**src/design/tsat_pkg.sv**
```systemverilog
// package: constants for the temperature sensor access and timeout block
package tsat_pkg;
  localparam int TSAT_CLK_MHZ = 200;
  // bus timeout window, milliseconds
  localparam int TSAT_TIMEOUT_MIN_MS = 75;
  localparam int TSAT_TIMEOUT_MAX_MS = 325;
  // 100 ms sits inside the window with margin on both sides
  localparam int TSAT_TIMEOUT_MS = 100;
  localparam longint TSAT_TIMEOUT_CYC =
    longint'(TSAT_TIMEOUT_MS) * 1000 * TSAT_CLK_MHZ;
  // conversion time, milliseconds
  localparam int TSAT_CONV_MS = 100;
  localparam longint TSAT_CONV_CYC =
    longint'(TSAT_CONV_MS) * 1000 * TSAT_CLK_MHZ;
  localparam int TSAT_TEMP_W = 9;
  localparam int TSAT_FAULT_MAX = 6;
  // power-up limits in 0.5 degree steps: 80 and 75 degrees
  localparam logic [8:0] TSAT_OVER_LIMIT_RST = 9'h0a0;
  localparam logic [8:0] TSAT_HYST_LIMIT_RST = 9'h096;
  localparam logic [8:0] TSAT_TEMP_RST = 9'h000;
  localparam logic [2:0] TSAT_FAULT_CNT_RST = 3'h1;
  localparam logic [1:0] TSAT_SYNC_RST = 2'h3;
  typedef enum logic [1:0] {
    TSAT_IDLE = 2'b00,
    TSAT_CONV = 2'b01,
    TSAT_HOLD = 2'b10
  } tsat_conv_e;
endpackage

```
**src/design/tsat_sync.sv**
```systemverilog
// three-stage synchroniser with agreement filter
`timescale 1ns/1ps
module tsat_sync (
  input wire logic clk_in,
  input wire logic rstn_in,
  input wire logic d_in,
  output logic q_out
);
  logic s1;
  logic s2;
  logic s3;
  logic next_q;
  ////////////////////////////////////////////////////////////////////////
  // change accepted only once stages two and three agree
  always_comb begin
    next_q = q_out;
    if (s2 == s3) begin
      next_q = s2;
    end
  end
  always_ff @(posedge clk_in or negedge rstn_in) begin
    if (!rstn_in) begin
      s1 <= 1'b1;
      s2 <= 1'b1;
      s3 <= 1'b1;
      q_out <= 1'b1;
    end else begin
      s1 <= d_in;
      s2 <= s1;
      s3 <= s2;
      q_out <= next_q;
    end
  end
endmodule

```
**src/design/tsat_top.sv**
```systemverilog
// access scheduling, fault queue and stuck-data timeout
`timescale 1ns/1ps
module tsat_top #(
  parameter longint TIMEOUT_CYC = tsat_pkg::TSAT_TIMEOUT_CYC,
  parameter longint CONV_CYC = tsat_pkg::TSAT_CONV_CYC
) (
  input wire logic CLOCK_IN,
  input wire logic RSTN_IN,
  input wire logic SDA_IN,
  input wire logic BUS_BUSY_IN,
  input wire logic SHUTDOWN_IN,
  input wire logic [tsat_pkg::TSAT_TEMP_W-1:0] SAMPLE_IN,
  input wire logic LIMIT_WE_IN,
  input wire logic [tsat_pkg::TSAT_TEMP_W-1:0] OVER_LIMIT_IN,
  input wire logic [tsat_pkg::TSAT_TEMP_W-1:0] HYST_LIMIT_IN,
  input wire logic FAULT_WE_IN,
  input wire logic [2:0] FAULT_COUNT_IN,
  output logic [tsat_pkg::TSAT_TEMP_W-1:0] TEMP_OUT,
  output logic [tsat_pkg::TSAT_TEMP_W-1:0] OVER_LIMIT_OUT,
  output logic [tsat_pkg::TSAT_TEMP_W-1:0] HYST_LIMIT_OUT,
  output logic CONV_DONE_OUT,
  output logic OVER_TEMP_OUT,
  output logic BUS_RESET_OUT
);
  import tsat_pkg::*;
  logic sda;
  logic busy;
  logic busy_q;
  logic [40:0] low_cnt;
  logic [40:0] next_low_cnt;
  logic next_bus_reset;
  logic [40:0] conv_cnt;
  logic [40:0] next_conv_cnt;
  tsat_conv_e state;
  tsat_conv_e next_state;
  logic [TSAT_TEMP_W-1:0] next_temp;
  logic next_done;
  logic [TSAT_TEMP_W-1:0] next_over;
  logic [TSAT_TEMP_W-1:0] next_hyst;
  logic [2:0] fault_req;
  logic [2:0] next_fault_req;
  logic [2:0] fault_run;
  logic [2:0] next_fault_run;
  logic next_over_temp;
  logic over;
  logic under;

  ////////////////////////////////////////////////////////////////////////
  // pin synchronisers: the data line and the access flag come off the bus
  tsat_sync u_sda_sync (
    .clk_in(CLOCK_IN),
    .rstn_in(RSTN_IN),
    .d_in(SDA_IN),
    .q_out(sda)
  );
  tsat_sync u_busy_sync (
    .clk_in(CLOCK_IN),
    .rstn_in(RSTN_IN),
    .d_in(~BUS_BUSY_IN),
    .q_out(busy_q)
  );
  assign busy = ~busy_q;

  ////////////////////////////////////////////////////////////////////////
  // stuck-data timeout: one-cycle release pulse toward the serial slave
  always_comb begin
    next_low_cnt = low_cnt;
    next_bus_reset = 1'b0;
    if (sda || SHUTDOWN_IN) begin
      next_low_cnt = '0;
    end else if (low_cnt == 41'(TIMEOUT_CYC - 1)) begin
      next_low_cnt = low_cnt + 41'h1; // fire once per low period
      next_bus_reset = 1'b1;
    end else if (low_cnt < 41'(TIMEOUT_CYC - 1)) begin
      next_low_cnt = low_cnt + 41'h1;
    end
  end
  always_ff @(posedge CLOCK_IN or negedge RSTN_IN) begin
    if (!RSTN_IN) begin
      low_cnt <= '0;
      BUS_RESET_OUT <= 1'b0;
    end else begin
      low_cnt <= next_low_cnt;
      BUS_RESET_OUT <= next_bus_reset;
    end
  end

  ////////////////////////////////////////////////////////////////////////
  // conversion scheduler: accesses preempt, result commits only on finish
  always_comb begin
    next_state = state;
    next_conv_cnt = conv_cnt;
    next_temp = TEMP_OUT;
    next_done = 1'b0;
    unique case (state)
      TSAT_IDLE: begin
        next_state = busy ? TSAT_HOLD : TSAT_CONV;
        next_conv_cnt = '0;
      end
      TSAT_CONV: begin
        if (busy) begin
          next_state = TSAT_HOLD;
          next_conv_cnt = '0;
        end else if (conv_cnt == 41'(CONV_CYC - 1)) begin
          next_temp = SAMPLE_IN; // commit completed conversion
          next_done = 1'b1;
          next_conv_cnt = '0; // free-running, back to back
        end else begin
          next_conv_cnt = conv_cnt + 41'h1;
        end
      end
      TSAT_HOLD: begin
        if (!busy) begin
          next_state = TSAT_CONV;
          next_conv_cnt = '0;
        end
      end
      default: begin
        next_state = TSAT_IDLE;
      end
    endcase
  end
  always_ff @(posedge CLOCK_IN or negedge RSTN_IN) begin
    if (!RSTN_IN) begin
      state <= TSAT_IDLE;
      conv_cnt <= '0;
      TEMP_OUT <= TSAT_TEMP_RST;
      CONV_DONE_OUT <= 1'b0;
    end else begin
      state <= next_state;
      conv_cnt <= next_conv_cnt;
      TEMP_OUT <= next_temp;
      CONV_DONE_OUT <= next_done;
    end
  end

  ////////////////////////////////////////////////////////////////////////
  // limits and fault queue; signed compares, comparator-style output
  assign over = $signed(SAMPLE_IN) > $signed(OVER_LIMIT_OUT);
  assign under = $signed(SAMPLE_IN) < $signed(HYST_LIMIT_OUT);
  always_comb begin
    next_over = OVER_LIMIT_OUT;
    next_hyst = HYST_LIMIT_OUT;
    next_fault_req = fault_req;
    next_fault_run = fault_run;
    next_over_temp = OVER_TEMP_OUT;
    if (LIMIT_WE_IN) begin
      next_over = OVER_LIMIT_IN;
      next_hyst = HYST_LIMIT_IN;
    end
    if (FAULT_WE_IN) begin
      // out-of-range counts clamp into 1..6
      if (FAULT_COUNT_IN == 3'h0) begin
        next_fault_req = 3'h1;
      end else if (FAULT_COUNT_IN > 3'(TSAT_FAULT_MAX)) begin
        next_fault_req = 3'(TSAT_FAULT_MAX);
      end else begin
        next_fault_req = FAULT_COUNT_IN;
      end
    end
    // only completed conversions feed the queue
    if (state == TSAT_CONV && !busy && conv_cnt == 41'(CONV_CYC - 1)) begin
      if (over) begin
        if (fault_run < 3'(TSAT_FAULT_MAX)) begin
          next_fault_run = fault_run + 3'h1;
        end
        if (fault_run + 3'h1 >= fault_req) begin
          next_over_temp = 1'b1;
        end
      end else begin
        next_fault_run = 3'h0;
        if (under) begin
          next_over_temp = 1'b0;
        end
      end
    end
  end
  always_ff @(posedge CLOCK_IN or negedge RSTN_IN) begin
    if (!RSTN_IN) begin
      OVER_LIMIT_OUT <= TSAT_OVER_LIMIT_RST;
      HYST_LIMIT_OUT <= TSAT_HYST_LIMIT_RST;
      fault_req <= TSAT_FAULT_CNT_RST;
      fault_run <= 3'h0;
      OVER_TEMP_OUT <= 1'b0;
    end else begin
      OVER_LIMIT_OUT <= next_over;
      HYST_LIMIT_OUT <= next_hyst;
      fault_req <= next_fault_req;
      fault_run <= next_fault_run;
      OVER_TEMP_OUT <= next_over_temp;
    end
  end
endmodule

```
**config.mk**
```make
export PLATFORM = sky130hd
export DESIGN_NAME = tsat_top
export DESIGN_NICKNAME = d
export VERILOG_FILES = /design/src/design/tsat_pkg.sv /design/src/design/tsat_sync.sv /design/src/design/tsat_top.sv
export SDC_FILE = /design/constraint.sdc
export NUM_CORES = 1
export LEC_CHECK = 0
export BUFFER_PORTS_ARGS = -buffer_cell sky130_fd_sc_hd__buf_4
export CORE_ASPECT_RATIO = 1.1
export CORE_UTILIZATION = 30
export CTS_BUF_LIST = sky130_fd_sc_hd__clkbuf_16
export CTS_CLUSTER_DIAMETER = 80
export DETAILED_ROUTE_END_ITERATION = 10
export REMOVE_ABC_BUFFERS = 1
export SYNTH_ARGS = -nofsm -noshare
export SYNTH_HDL_FRONTEND = slang
export SYNTH_SLANG_ARGS = --single-unit
```
**constraint.sdc**
```tcl
create_clock -name CLOCK_IN -period 6.24 [get_ports CLOCK_IN]
set_clock_uncertainty 0.05 [all_clocks]
set_input_delay 0.624 -clock CLOCK_IN [delete_from_list [all_inputs] [get_ports CLOCK_IN]]
set_output_delay 0.624 -clock CLOCK_IN [all_outputs]
set_load 0.02 [all_outputs]
```
==> impl_summary.txt, run 1 <==
----------------------------------------------------
[Layout]
  Layout overhead on the synthesized area ... 21.3%
  ANT cells ... 0
  Area of the multi-input gates ... approximately 3000 µm²
  Final core occ ... a little under two fifths
  Final nets ... slightly below 800
  FF+latch area ... 3220 µm²
  Proportion of layout cells with a drive suffix above 1 ... 18.1%
  Number of fill cells ... between 2000 and 2500

[Logic synthesis]
  Proportion of synthesized area in mux cells ... roughly 2.2%
  Fraction of registers with async set/reset ... between 90% and 100%
  Simple-gate share of the synthesized area ... 23.8%
  Mean instance size in the synthesized netlist ... 9.76 µm²
  Flops & latches, synth ... 128
  Most frequently used flop master after synthesis ... sky130_fd_sc_hd__dfrtp_1
  Area share of the largest cell type after synthesis ... a little over two fifths
  Synth Area in XOR/XNOR ... around 5.0%
  Synth cell types ... 57
  Area fraction in compound gates after synthesis ... between 10% and 20%
  Area leader, netlist ... sky130_fd_sc_hd__dfrtp_1
  Top-count cell post-synth ... sky130_fd_sc_hd__dfrtp_1
  Synth top cells by count ... 113 x sky130_fd_sc_hd__dfrtp_1, 62 x sky130_fd_sc_hd__nand2_1, 60 x sky130_fd_sc_hd__nor2_1, 44 x sky130_fd_sc_hd__o21ai_0, 35 x sky130_fd_sc_hd__inv_1
  Total standard cell area after synthesis ... between 6000 and 7000 µm²
  Cell count after synthesis ... approximately 670
  Yosys warning total ... 0
  Cells taking the most area after synthesis ... sky130_fd_sc_hd__dfrtp_1 43%, sky130_fd_sc_hd__dfstp_2 6.0%, sky130_fd_sc_hd__ha_1 4.4%
  Fraction of the yosys area taken by sequential cells ... between 40% and 50%
  Adder and majority cell fraction of the synthesized area ... ~4.7%
  Number of flops mapped to enable cells by yosys ... 0
  Main combinational cell family by area after synthesis ... simple AND/OR/NAND/NOR gates

[Clock tree]
  Post-CTS setup buffer count ... 0
  Maximum root-to-sink buffer count ... 2
  Number of hold-repair buffers added at the cts stage ... 0
  Worst-Skew Late Latency ... between 0.4 and 0.5 ns
  Number of levels the H-tree was split into ... 4
  Clk sinks ... 128
  CTS root buf ... sky130_fd_sc_hd__clkbuf_16
  Number of clock buffers inserted by TritonCTS ... 17
  Clock slew at reported path FFs ... 0.06 ns
  Clock tree from TritonCTS ... yes
  # resized after CTS ... 0

[Critical path]
  Gate family responsible for the most delay along the worst path ... simple AND/OR/NAND/NOR gates
  Reg-to-reg critical path startpoint ... conv_cnt[0]
  Startpoint types ... flip-flop
  Cells along the critical path ... ha_1 > nand3_1 > or3_1 > nor4_1 > and2_1 > mux2_2
  Maximum fanout along the worst path ... 11
  Worst reg2reg setup slack ... 3.27 ns
  Crit path kind ... reg -> reg
  Number of cells on the worst reg-to-reg path ... 6
  Critical Path Sink Type ... flip-flop
  Buffers & Inverters on Critical Path ... 0
  CP max stage delay ... roughly 0.57 ns
  Data required time at the worst endpoint ... between 6 and 7 ns
  Capturing point of the worst reg2reg path ... TEMP_OUT[3]
  Slowest cell on crit path ... sky130_fd_sc_hd__nor4_1
  Data arrival time of the worst path ... 3.22 ns

[Global route]
  Vias in the first global route ... 4992
  Overall fraction of global-route tracks in use ... ~14%
  Grt total ovfl ... 0
  First-pass GRT wire length ... 25100 µm
  Largest net degree at the start of global routing ... 66
  Number of antenna violations at the first check in global routing ... 0

[Power]
  Total leakage power ... about 3.4 nW
  Maximum vdd ir drop ... 0.000108 V
  Overall power ... 0.00207 W
  Ratio of total power to cell area ... between 200 and 300 nW/µm²

[Drt]
  Detail-routed via count per cell ... 4.93
  First DRT Iteration DRCs ... ~370
  Pre-Repair DR Iteration Count ... 5
  Detailed-route DRC error count ... 0
  Wire length per cell ... 14.3 µm
  Via count of the routed design ... between 5000 and 6000
  Antenna-violating nets left ... 0
  Total wire length after detailed routing ... 14900 µm

[STA]
  Worst Tran Pin Value ... about 0.93 ns
  Tightest slew margin relative to the limit ... a little under two fifths
  Hold slack ... about 0.23 ns
  Maximum achievable frequency ... between 300 and 400 MHz
  Slew Limit Fails ... 0
  Sum Neg Setup Slack ... 0 ns
  Time the final worst path needs with I/O delays and setup ... around 3.0 ns
  Final count of negative-setup-slack endpoints ... 0
  Final worst-path cycle share ... 47.6%
  Final Hold Vio Count ... 0
  Unrepaired setup endpoints after global routing ... no

[Floorplan]
  Vertical die dimension ... between 150 and 200 µm
  Standard cell core area ... 21300 µm²
  Number of cell rows ... 56
  Floorplan die area ... 22300 µm²
  I/O Pins ... 67
  Starting density of the core ... 30.6%
  Die Width ... roughly 140 µm

[Placement]
  Half-perimeter wire length after detailed placement ... approximately 10000 µm
  Final weighted congestion of routability-driven global placement ... about 0.82
  Port bufs ... between 60 and 70

[Worst hold path]
  Path class of the lowest-slack min-delay path ... in -> async

[Run]
  Number of max-capacitance violations reported ... 0

[Status]
  Outcome ... complete, no violations

----------------------------------------------------
[routing by layer]
| layer | GRT usage (%) | vias up | wire (µm) |
|---|---|---|---|
| met5 | 0 | - | 0 |
| met4 | 5.22 | 0 | 147 |
| met3 | 3.30 | 14 | 571 |
| met2 | 23.0 | 101 | 7110 |
| met1 | 18.5 | 2455 | 7030 |
| li1 | - | 2540 | - |
[logic make-up (layout without fill, tap and decap cells)]
group / count (synthesis) / in the layout
compound gates: 115 / 115
mux: 13 / 13
simple gates: 293 / 293
buf+inv: 57 / 136
fa+ha+maj: 25 / 25
flops: 128 / 128
xor+xnor: 37 / 37
[through the flow]
stage | instances | setup slack [ns] | instance area (µm²)
after CTS | 1037 | 3.27 | 7910
after global placement | 1005 | 3.29 | 7300
after global routing | 1037 | 3.05 | 7910
after detailed placement | 1005 | 3.27 | 7300
final | 1037 | 3.27 | 7910
after floorplan | 646 | 3.24 | 6420
[flip-flops by register name (all words and copies together) (netlist names), 2 cells and up]
| register | count |
|---|---|
| state | 2 |
| conv_cnt | 41 |
| HYST_LIMIT_OUT | 9 |
| fault_run | 3 |
| fault_req | 3 |
| low_cnt | 41 |
| TEMP_OUT | 9 |
| OVER_LIMIT_OUT | 9 |
[power breakdown]
part           internal [W]  leakage, nW  switching [W]  total [W]
registers          0.000856         1.68      0.0000164   0.000872
logic             0.0000662         1.42       0.000109   0.000175
clock network      0.000633        0.285       0.000390    0.00102
[final cells by class]
cell class / instances / share of cell area (%)
Sequential cell: 128 / 40.7
Multi-Input combinational cell: 483 / 38.8
Timing Repair Buffer: 69 / 6.55
Clock buffer: 17 / 5.38
Tap cell: 290 / 4.59
Clock inverter: 15 / 2.34
Inverter: 35 / 1.66
[how the worst max path moves through the flow]
stage	to	slack, ns	cells after the start	from
4_1_cts	TEMP_OUT[8]	3.27	6	conv_cnt[0]
3_3_place_gp	TEMP_OUT[6]	3.29	6	conv_cnt[0]
2_1_floorplan	conv_cnt[11]	3.24	7	conv_cnt[0]
5_1_grt	TEMP_OUT[8]	3.05	6	conv_cnt[0]
6_report	TEMP_OUT[3]	3.27	6	conv_cnt[0]
3_5_place_dp	TEMP_OUT[2]	3.27	6	conv_cnt[0]
[layout by cell type, fill, tap and decap left out, types with 5 or more instances in the layout]
master,n
sky130_fd_sc_hd__a21o_1,6
sky130_fd_sc_hd__xnor2_1,18
sky130_fd_sc_hd__buf_4,69
sky130_fd_sc_hd__a21oi_1,26
sky130_fd_sc_hd__or3_1,13
sky130_fd_sc_hd__xor2_1,19
sky130_fd_sc_hd__nand2_1,62
sky130_fd_sc_hd__o21ai_0,44
sky130_fd_sc_hd__nand4_1,28
sky130_fd_sc_hd__and2_1,22
sky130_fd_sc_hd__nor4b_1,5
sky130_fd_sc_hd__inv_1,35
sky130_fd_sc_hd__mux2_2,11
sky130_fd_sc_hd__clkbuf_16,17
sky130_fd_sc_hd__dfstp_2,15
sky130_fd_sc_hd__nand3_1,27
sky130_fd_sc_hd__o211ai_1,7
sky130_fd_sc_hd__ha_1,23
sky130_fd_sc_hd__nor4_1,24
sky130_fd_sc_hd__dfrtp_1,113
sky130_fd_sc_hd__nor2_1,60
sky130_fd_sc_hd__o31ai_1,8
sky130_fd_sc_hd__and3_1,7
sky130_fd_sc_hd__nor3_1,16
sky130_fd_sc_hd__or4_1,7
Note: power is estimated with default switching activity, not from simulation.
==> run 2, diff against run 1 <==
Clock period 6.24 ns to 2.5 ns, I/O delays scaled along.
==> run 2 against run 1 <==
Critical path depth increased by 2. Combinational power increased to 2.9 times the previous value. Setup slack worse by 3.2 ns. First-iteration DRC count down 26%. Hold slack got worse by 0.22 ns. Highest routed layer unchanged.
==> impl_summary.txt, run 2 (synthesized netlist as in run 1, its figures left out) <==
----------------------------------------------------
[Power]
  Switching power share of the total ... 25.6% (was 24.9%)
  Ratio of total power to cell area ... 583 nW/µm² (was 262 nW/µm²)
  Net load switching power ... 0.00127 W (was 0.000515 W)
  Power share of the sequential group ... 43.7% (was 42.1%)
  Maximum vdd ir drop ... 0.000329 V (was 0.000108 V)
  Share of power burned in the clock network ... 46.2% (was 49.4%)
  Combinational group share of total power ... 10.1% (was 8.5%)
  Total leakage power ... 3.75 nW (was 3.39 nW)
  Internal power consumption ... 0.00371 W (was 0.00155 W)

[Layout]
  Number of fill cells ... 2123 (was 2170)
  Commonest cells after routing, fill and taps aside ... 115 x sky130_fd_sc_hd__buf_4, 113 x sky130_fd_sc_hd__dfrtp_1, 61 x sky130_fd_sc_hd__nand2_1, 59 x sky130_fd_sc_hd__nor2_1, 43 x sky130_fd_sc_hd__o21ai_0 (was 113 x sky130_fd_sc_hd__dfrtp_1, 69 x sky130_fd_sc_hd__buf_4, 62 x sky130_fd_sc_hd__nand2_1, 60 x sky130_fd_sc_hd__nor2_1, 44 x sky130_fd_sc_hd__o21ai_0)
  ANT cells ... 0 (unchanged)
  Layout overhead on the synthesized area ... 31.1% (was 21.3%)
  Area of the multi-input gates ... 3130 µm² (was 3070 µm²)
  Proportion of layout cells with a drive suffix above 1 ... 23.8% (was 18.1%)
  Final nets ... 866 (was 794)
  Leading cell type in the layout, fill and taps excluded ... sky130_fd_sc_hd__buf_4 (was sky130_fd_sc_hd__dfrtp_1)
  FF+latch area ... 3220 µm² (unchanged)
  Final core occ ... 40.1% (was 37.1%)
  Top flop regs ... conv_cnt (41), low_cnt (41) (unchanged)
  Count of non-filler cells in the finished layout ... 1109 (was 1037)

[Global route]
  Number of antenna violations at the first check in global routing ... 0 (unchanged)
  Largest net degree at the start of global routing ... 52 (was 66)
  Grt total ovfl ... 0 (unchanged)
  Vias in the first global route ... 5346 (was 4992)
  Overall fraction of global-route tracks in use ... 15.1% (was 14.2%)
  First-pass GRT wire length ... 26600 µm (was 25100 µm)

[Drt]
  Detailed-route DRC error count ... 0 (unchanged)
  Antenna-violating nets left ... 0 (unchanged)
  Detail-routed via count per cell ... 4.89 (was 4.93)
  Total wire length after detailed routing ... 15900 µm (was 14900 µm)
  Pre-Repair DR Iteration Count ... 5 (unchanged)
  Via count of the routed design ... 5421 (was 5110)
  First DRT Iteration DRCs ... 272 (was 369)
  Wire length per cell ... 14.3 µm (about the same)

[Critical path]
  Buffers & Inverters on Critical Path ... 2 (was 0)
  Data arrival time of the worst path ... 2.76 ns (was 3.22 ns)
  Cells along the critical path ... nor4_2 > nand4_1 > buf_4 > nor4_4 > buf_4 > o2111ai_4 > or4_4 > a21oi_2 (was ha_1 > nand3_1 > or3_1 > nor4_1 > and2_1 > mux2_2)
  Startpoint types ... flip-flop (unchanged)
  Data required time at the worst endpoint ... 2.79 ns (was 6.49 ns)
  Gate family responsible for the most delay along the worst path ... simple AND/OR/NAND/NOR gates (unchanged)
  Maximum fanout along the worst path ... 8 (was 11)
  Crit-path most repeated cell ... sky130_fd_sc_hd__buf_4
  Crit path kind ... reg -> reg (unchanged)
  CP max stage delay ... 0.46 ns (was 0.57 ns)
  Slowest cell on crit path ... sky130_fd_sc_hd__or4_4 (was sky130_fd_sc_hd__nor4_1)
  Critical Path Sink Type ... flip-flop (unchanged)

[Run]
  Number of max-capacitance violations reported ... 0 (unchanged)

[Floorplan]
  Vertical die dimension ... 157 µm (unchanged)
  Number of cell rows ... 56 (unchanged)
  Floorplan die area ... 22300 µm² (unchanged)
  Starting density of the core ... 30.6% (unchanged)
  I/O Pins ... 67 (unchanged)
  Die Width ... 143 µm (unchanged)
  Standard cell core area ... 21300 µm² (unchanged)

[STA]
  Final count of negative-setup-slack endpoints ... 0 (unchanged)
  Maximum achievable frequency ... 405 MHz (was 337 MHz)
  Tightest slew margin relative to the limit ... 65.9% (was 37.5%)
  Final worst-path cycle share ... 98.8% (was 47.6%)
  Hold slack ... 0.0137 ns (was 0.229 ns)
  Time the final worst path needs with I/O delays and setup ... 2.47 ns (was 2.97 ns)
  Worst Tran Pin Value ... 0.511 ns (was 0.930 ns)
  Slew Limit Fails ... 0 (unchanged)
  Unrepaired setup endpoints after global routing ... yes (was no)
  Final Hold Vio Count ... 0 (unchanged)

[Worst hold path]
  Path class of the lowest-slack min-delay path ... in -> reg (was in -> async)

[Clock tree]
  Clock slew at reported path FFs ... 0.06 ns (about the same)
  Worst-Skew Late Latency ... 0.42 ns (about the same)
  Maximum root-to-sink buffer count ... 2 (unchanged)
  CTS root buf ... sky130_fd_sc_hd__clkbuf_16 (unchanged)
  Clk sinks ... 128 (unchanged)
  Number of clock buffers inserted by TritonCTS ... 17 (unchanged)
  Number of levels the H-tree was split into ... 4 (unchanged)
  Clock tree from TritonCTS ... yes (unchanged)

[Status]
  Outcome ... complete, no violations (unchanged)

[Placement]
  Final weighted congestion of routability-driven global placement ... 0.823 (was 0.824)
  Port bufs ... 66 (unchanged)
  Total instance count after detailed placement ... 1049 (was 1005)
  Half-perimeter wire length after detailed placement ... 10900 µm (was 10300 µm)

----------------------------------------------------
-- run 2: cell count changes in the layout (fill, tap and decap cells not counted), moves of 2 or more --
cell / change
sky130_fd_sc_hd__inv_6: -2
sky130_fd_sc_hd__dlygate4sd3_1: +21
sky130_fd_sc_hd__clkinvlp_4: -2
sky130_fd_sc_hd__nor4_2: +5
sky130_fd_sc_hd__bufinv_16: -2
sky130_fd_sc_hd__buf_12: +4
sky130_fd_sc_hd__nor4_1: -5
sky130_fd_sc_hd__or4_1: -2
sky130_fd_sc_hd__clkinv_2: +5
sky130_fd_sc_hd__buf_4: +46
sky130_fd_sc_hd__or4_4: +2
-- run 2: final cells by class --
| cell class | instances | area share [%] |
|---|---|---|
| inverters | 35 | 1.54 |
| multi-input cells | 484 | 36.6 |
| clock buffers | 17 | 4.98 |
| repair buffers | 140 | 13.5 |
| clock inverters | 15 | 1.42 |
| flip-flops and latches | 128 | 37.7 |
| well taps | 290 | 4.25 |
-- run 2: layer usage --
metal | vias to the layer above | wire length [µm] | GRT usage, %
li1 | 2680 | - | -
met4 | 0 | 307 | 6.71
met3 | 29 | 534 | 3.30
met1 | 2609 | 7370 | 19.3
met5 | - | 0 | 0
met2 | 103 | 7680 | 24.4
-- run 2: metrics by stage --
stage | TNS [ns] | area, µm² | power (W) | worst slack [ns]
floorplan | -14.82 | 6420 | 0.00243 | -0.499
global placement | 0 | 7680 | 0.00269 | 0.0827
detailed placement | 0 | 7680 | 0.00269 | 0.0377
CTS | 0 | 8440 | 0.00505 | 0.0349
global route | -0.729 | 8550 | 0.00522 | -0.0815
finish | 0 | 8550 | 0.00498 | 0.0292
-- run 2: power groups by stage --
stage               registers, W  logic, W  clock network [W]
floorplan                0.00224  0.000189                  0
global placement         0.00221  0.000477                  0
detailed placement       0.00221  0.000479                  0
CTS                      0.00217  0.000510            0.00236
global route             0.00218  0.000568            0.00247
finish                   0.00218  0.000505            0.00230
-- run 2: what timing repair did --
item | 4_1_cts | 5_1_grt
hold buffers | 21 | 0
hold endpoints to repair | 48 | 0
setup buffers | 0 | 6
resized for setup | 0 | 13
endpoints found under the setup margin | 0 | 29
-- run 2: final timing paths --
path	slack (ns)	cells after the start	start	endpoint
hold reg to reg	0.30	0	u_busy_sync.s1	u_busy_sync.s2
setup / recovery	0.03	8	low_cnt[29]	low_cnt[22]
max in group asynchronous	1.41	3	RSTN_IN	u_sda_sync.q_out
hold / removal	0.01	3	FAULT_COUNT_IN[1]	fault_req[1]
min in group asynchronous	0.29	2	RSTN_IN	TEMP_OUT[2]
setup reg to reg	0.03	8	low_cnt[29]	low_cnt[22]
-- run 2: tightest hold or removal path: cells and delay by family --
kind                   cells  cell delay, ns
AO/OA/AOI/OAI              1            0.07
AND/OR/NAND/NOR            1            0.04
buffers and inverters      1            0.09
==> run 3, diff against run 2 <==
Settings changed: ABC_AREA set to 1, CORE_UTILIZATION 30 to 55, PLACE_DENSITY set to 0.77.
==> run 3 against run 2 <==
Sequential power barely moved. Area after synthesis is 16% higher. Setup slack better by 0.38 ns. Critical path type unchanged. Highest routed layer unchanged.
==> impl_summary.txt, run 3 <==
----------------------------------------------------
[Placement]
  Half-perimeter wire length after detailed placement ... 12600 µm (was 10900 µm)
  Placed cell areas ... 8200 µm² (was 7680 µm²)
  Port bufs ... 66 (unchanged)
  Final weighted congestion of routability-driven global placement ... 0.951 (was 0.823)

[Critical path]
  Cells along the critical path ... ha_1 > nand3_1 > inv_2 > nand2_2 > inv_2 > nand3_2 > nor2_2 > nor2_4 > nand2_8 > nand2_1 > nand2_1 (was nor4_2 > nand4_1 > buf_4 > nor4_4 > buf_4 > o2111ai_4 > or4_4 > a21oi_2)
  Crit path kind ... reg -> reg (unchanged)
  Capturing point of the worst reg2reg path ... low_cnt[1] (was low_cnt[22])
  Data required time at the worst endpoint ... 2.81 ns (was 2.79 ns)
  Number of cells on the worst reg-to-reg path ... 11 (was 8)
  Startpoint types ... flip-flop (unchanged)
  Worst reg2reg setup slack ... 0.41 ns (was 0.03 ns)
  Reg-to-reg critical path startpoint ... low_cnt[0] (was low_cnt[29])
  Slowest cell on crit path ... sky130_fd_sc_hd__dfrtp_1 (was sky130_fd_sc_hd__or4_4)
  Data arrival time of the worst path ... 2.40 ns (was 2.76 ns)
  Number of gates on the worst path with buffers counted ... 11 (was 8)
  Critical path origin ... low_cnt[0] (was low_cnt[29])
  Critical path destination ... low_cnt[1] (was low_cnt[22])
  Maximum fanout along the worst path ... 41 (was 8)
  Buffers & Inverters on Critical Path ... 2 (unchanged)
  CP max stage delay ... 0.44 ns (was 0.46 ns)
  Critical Path Sink Type ... flip-flop (unchanged)
  Gate family responsible for the most delay along the worst path ... simple AND/OR/NAND/NOR gates (unchanged)

[Layout]
  Number of fill cells ... 1054 (was 2123)
  Leading cell type in the layout, fill and taps excluded ... sky130_fd_sc_hd__nand2_1 (was sky130_fd_sc_hd__buf_4)
  ANT cells ... 0 (unchanged)
  Final nets ... 1161 (was 866)
  Layout overhead on the synthesized area ... 20.5% (was 31.1%)
  Proportion of layout cells with a drive suffix above 1 ... 15.8% (was 23.8%)
  Commonest cells after routing, fill and taps aside ... 267 x sky130_fd_sc_hd__nand2_1, 133 x sky130_fd_sc_hd__nor2_1, 118 x sky130_fd_sc_hd__inv_1, 113 x sky130_fd_sc_hd__dfrtp_1, 75 x sky130_fd_sc_hd__buf_4 (was 115 x sky130_fd_sc_hd__buf_4, 113 x sky130_fd_sc_hd__dfrtp_1, 61 x sky130_fd_sc_hd__nand2_1, 59 x sky130_fd_sc_hd__nor2_1, 43 x sky130_fd_sc_hd__o21ai_0)
  Top flop regs ... conv_cnt (41), low_cnt (41) (unchanged)
  Summed area of non-filler cells in the final layout ... 9090 µm² (was 8550 µm²)

[Floorplan]
  Die Width ... 114 µm (was 143 µm)
  Starting density of the core ... 56.9% (was 30.6%)
  Vertical die dimension ... 125 µm (was 157 µm)
  Standard cell core area ... 13300 µm² (was 21300 µm²)
  I/O Pins ... 67 (unchanged)
  Floorplan die area ... 14200 µm² (was 22300 µm²)
  Number of cell rows ... 44 (was 56)

[Logic synthesis]
  Area leader, netlist ... sky130_fd_sc_hd__dfrtp_1 (unchanged)
  Fraction of registers with async set/reset ... 100% (unchanged)
  Fraction of the yosys area taken by sequential cells ... 42.7% (was 49.4%)
  Total standard cell area after synthesis ... 7540 µm² (was 6520 µm²)
  Synth top cells by count ... 267 x sky130_fd_sc_hd__nand2_1, 133 x sky130_fd_sc_hd__nor2_1, 116 x sky130_fd_sc_hd__inv_1, 113 x sky130_fd_sc_hd__dfrtp_1, 71 x sky130_fd_sc_hd__nand3_1 (was 113 x sky130_fd_sc_hd__dfrtp_1, 62 x sky130_fd_sc_hd__nand2_1, 60 x sky130_fd_sc_hd__nor2_1, 44 x sky130_fd_sc_hd__o21ai_0, 35 x sky130_fd_sc_hd__inv_1)
  Flops & latches, synth ... 128 (unchanged)
  Number of flops mapped to enable cells by yosys ... 0 (unchanged)
  Most frequently used flop master after synthesis ... sky130_fd_sc_hd__dfrtp_1 (unchanged)
  Yosys warning total ... 0 (unchanged)
  Cells taking the most area after synthesis ... sky130_fd_sc_hd__dfrtp_1 37%, sky130_fd_sc_hd__nand2_1 13%, sky130_fd_sc_hd__nor2_1 6.6% (was sky130_fd_sc_hd__dfrtp_1 43%, sky130_fd_sc_hd__dfstp_2 6.0%, sky130_fd_sc_hd__ha_1 4.4%)
  Mean instance size in the synthesized netlist ... 7.52 µm² (was 9.76 µm²)
  Cell count after synthesis ... 1003 (was 668)
  Synth cell types ... 49 (was 57)
  Area share of the largest cell type after synthesis ... 37.5% (was 43.4%)
  Top-count cell post-synth ... sky130_fd_sc_hd__nand2_1 (was sky130_fd_sc_hd__dfrtp_1)

[Clock tree]
  Number of hold-repair buffers added at the cts stage ... 26 (was 21)
  Clk sinks ... 128 (unchanged)
  Maximum root-to-sink buffer count ... 2 (unchanged)
  Number of levels the H-tree was split into ... 4 (unchanged)
  Clock slew at reported path FFs ... 0.05 ns (was 0.06 ns)
  Post-CTS setup buffer count ... 0 (unchanged)
  Number of clock buffers inserted by TritonCTS ... 17 (unchanged)
  # resized after CTS ... 0 (unchanged)
  CTS root buf ... sky130_fd_sc_hd__clkbuf_16 (unchanged)
  Worst-Skew Late Latency ... 0.42 ns (about the same)
  Clock tree from TritonCTS ... yes (unchanged)

[Drt]
  Pre-Repair DR Iteration Count ... 7 (was 5)
  Via count of the routed design ... 6859 (was 5421)
  Total wire length after detailed routing ... 18000 µm (was 15900 µm)
  Detail-routed via count per cell ... 5.28 (was 4.89)
  Detailed-route DRC error count ... 0 (unchanged)
  Antenna-violating nets left ... 0 (unchanged)
  Wire length per cell ... 13.9 µm (was 14.3 µm)
  First DRT Iteration DRCs ... 475 (was 272)

[Worst hold path]
  Path class of the lowest-slack min-delay path ... in -> reg (unchanged)
  Min-Delay Startpoint ... FAULT_COUNT_IN[2] (was FAULT_COUNT_IN[1])

[Global route]
  Largest net degree at the start of global routing ... 54 (was 52)
  First-pass GRT wire length ... 31200 µm (was 26600 µm)
  Overall fraction of global-route tracks in use ... 27.8% (was 15.1%)
  Grt total ovfl ... 0 (unchanged)
  Vias in the first global route ... 6743 (was 5346)
  Number of antenna violations at the first check in global routing ... 0 (unchanged)

[Power]
  Overall power ... 0.00537 W (was 0.00498 W)
  Total leakage power ... 4.19 nW (was 3.75 nW)
  Ratio of total power to cell area ... 590 nW/µm² (was 583 nW/µm²)
  Maximum vdd ir drop ... 0.000427 V (was 0.000329 V)

[STA]
  Final count of negative-setup-slack endpoints ... 0 (unchanged)
  Worst Tran Pin Value ... 0.518 ns (was 0.511 ns)
  Final worst-path cycle share ... 83.8% (was 98.8%)
  Unrepaired setup endpoints after global routing ... no (was yes)
  Time the final worst path needs with I/O delays and setup ... 2.09 ns (was 2.47 ns)
  Tightest slew margin relative to the limit ... 65.2% (was 65.9%)
  Final Hold Vio Count ... 0 (unchanged)
  Maximum achievable frequency ... 478 MHz (was 405 MHz)
  Sum Neg Setup Slack ... 0 ns (unchanged)
  Slew Limit Fails ... 0 (unchanged)

[Status]
  Outcome ... complete, no violations (unchanged)

[Run]
  Number of max-capacitance violations reported ... 0 (unchanged)

----------------------------------------------------
-- run 3: changes by cell type in the layout (fill, tap and decap cells not counted), moves of 9 or more --
cell                      previous run  this run
sky130_fd_sc_hd__nor2_2              2        19
sky130_fd_sc_hd__nor4_1             19         2
sky130_fd_sc_hd__or3_1              13         0
sky130_fd_sc_hd__nand3_1            27        71
sky130_fd_sc_hd__and2_1             22         1
sky130_fd_sc_hd__mux2_2             11         2
sky130_fd_sc_hd__nor2_1             59       133
sky130_fd_sc_hd__xnor2_1            18         7
sky130_fd_sc_hd__nor3_1             16        48
sky130_fd_sc_hd__inv_1              36       118
sky130_fd_sc_hd__a21oi_1            25        13
sky130_fd_sc_hd__nand2_1            61       267
sky130_fd_sc_hd__buf_4             115        75
-- run 3: area by class of cell --
type | count | area (µm²) | share of cell area [%]
flip-flops and latches | 128 | 3220 | 35.4
inverters | 125 | 469 | 5.16
multi-input cells | 726 | 3690 | 40.6
clock buffers | 17 | 425 | 4.68
repair buffers | 103 | 855 | 9.40
well taps | 184 | 230 | 2.53
clock inverters | 15 | 200 | 2.20
-- run 3: per-layer routing --
metal	GRT usage [%]	up-vias	share of wire (%)
met2	43.9	235	47
met1	36.4	3185	44
met5	0	-	0
li1	-	3395	-
met3	6.03	44	5.6
met4	12.2	0	2.9
-- run 3: worst min path at each step --
| stage | to | slack, ns | depth (start not counted) |
|---|---|---|---|
| 6_report | fault_req[0] | 0.007 | 2 |
| 5_1_grt | OVER_LIMIT_OUT[0] | 0.02 | 2 |
| 4_1_cts | fault_req[0] | 0.0005 | 3 |
| 3_5_place_dp | conv_cnt[27] | 0.17 | 1 |
| 3_3_place_gp | conv_cnt[37] | 0.16 | 1 |
| 2_1_floorplan | BUS_RESET_OUT | -0.1 | 0 |
-- run 3: per-stage QoR --
stage                     worst slack (ns)  instances  util, %  hold WS, ns
after floorplan                      0.462        979        -      -0.0956
after global placement               0.501       1240     61.8        0.165
after detailed placement             0.445       1240     61.8        0.165
after CTS                            0.435       1298     68.5     0.000461
after global routing                 0.225       1298     68.5       0.0153
final                                0.406       1298     68.5      0.00707
-- run 3: power by group --
group | internal (W) | switching, W
clock network | 0.00174 | 0.000881
logic | 0.000209 | 0.000352
registers | 0.00214 | 0.0000392
-- run 3: kinds of logic after synthesis --
group / count (synthesis) / share of synthesized area (%)
xor+xnor: 32 / 3.71
flops: 128 / 42.7
simple gates: 601 / 36.0
mux: 2 / 0.298
fa+ha+maj: 25 / 4.08
buf+inv: 149 / 8.42
compound gates: 66 / 4.83
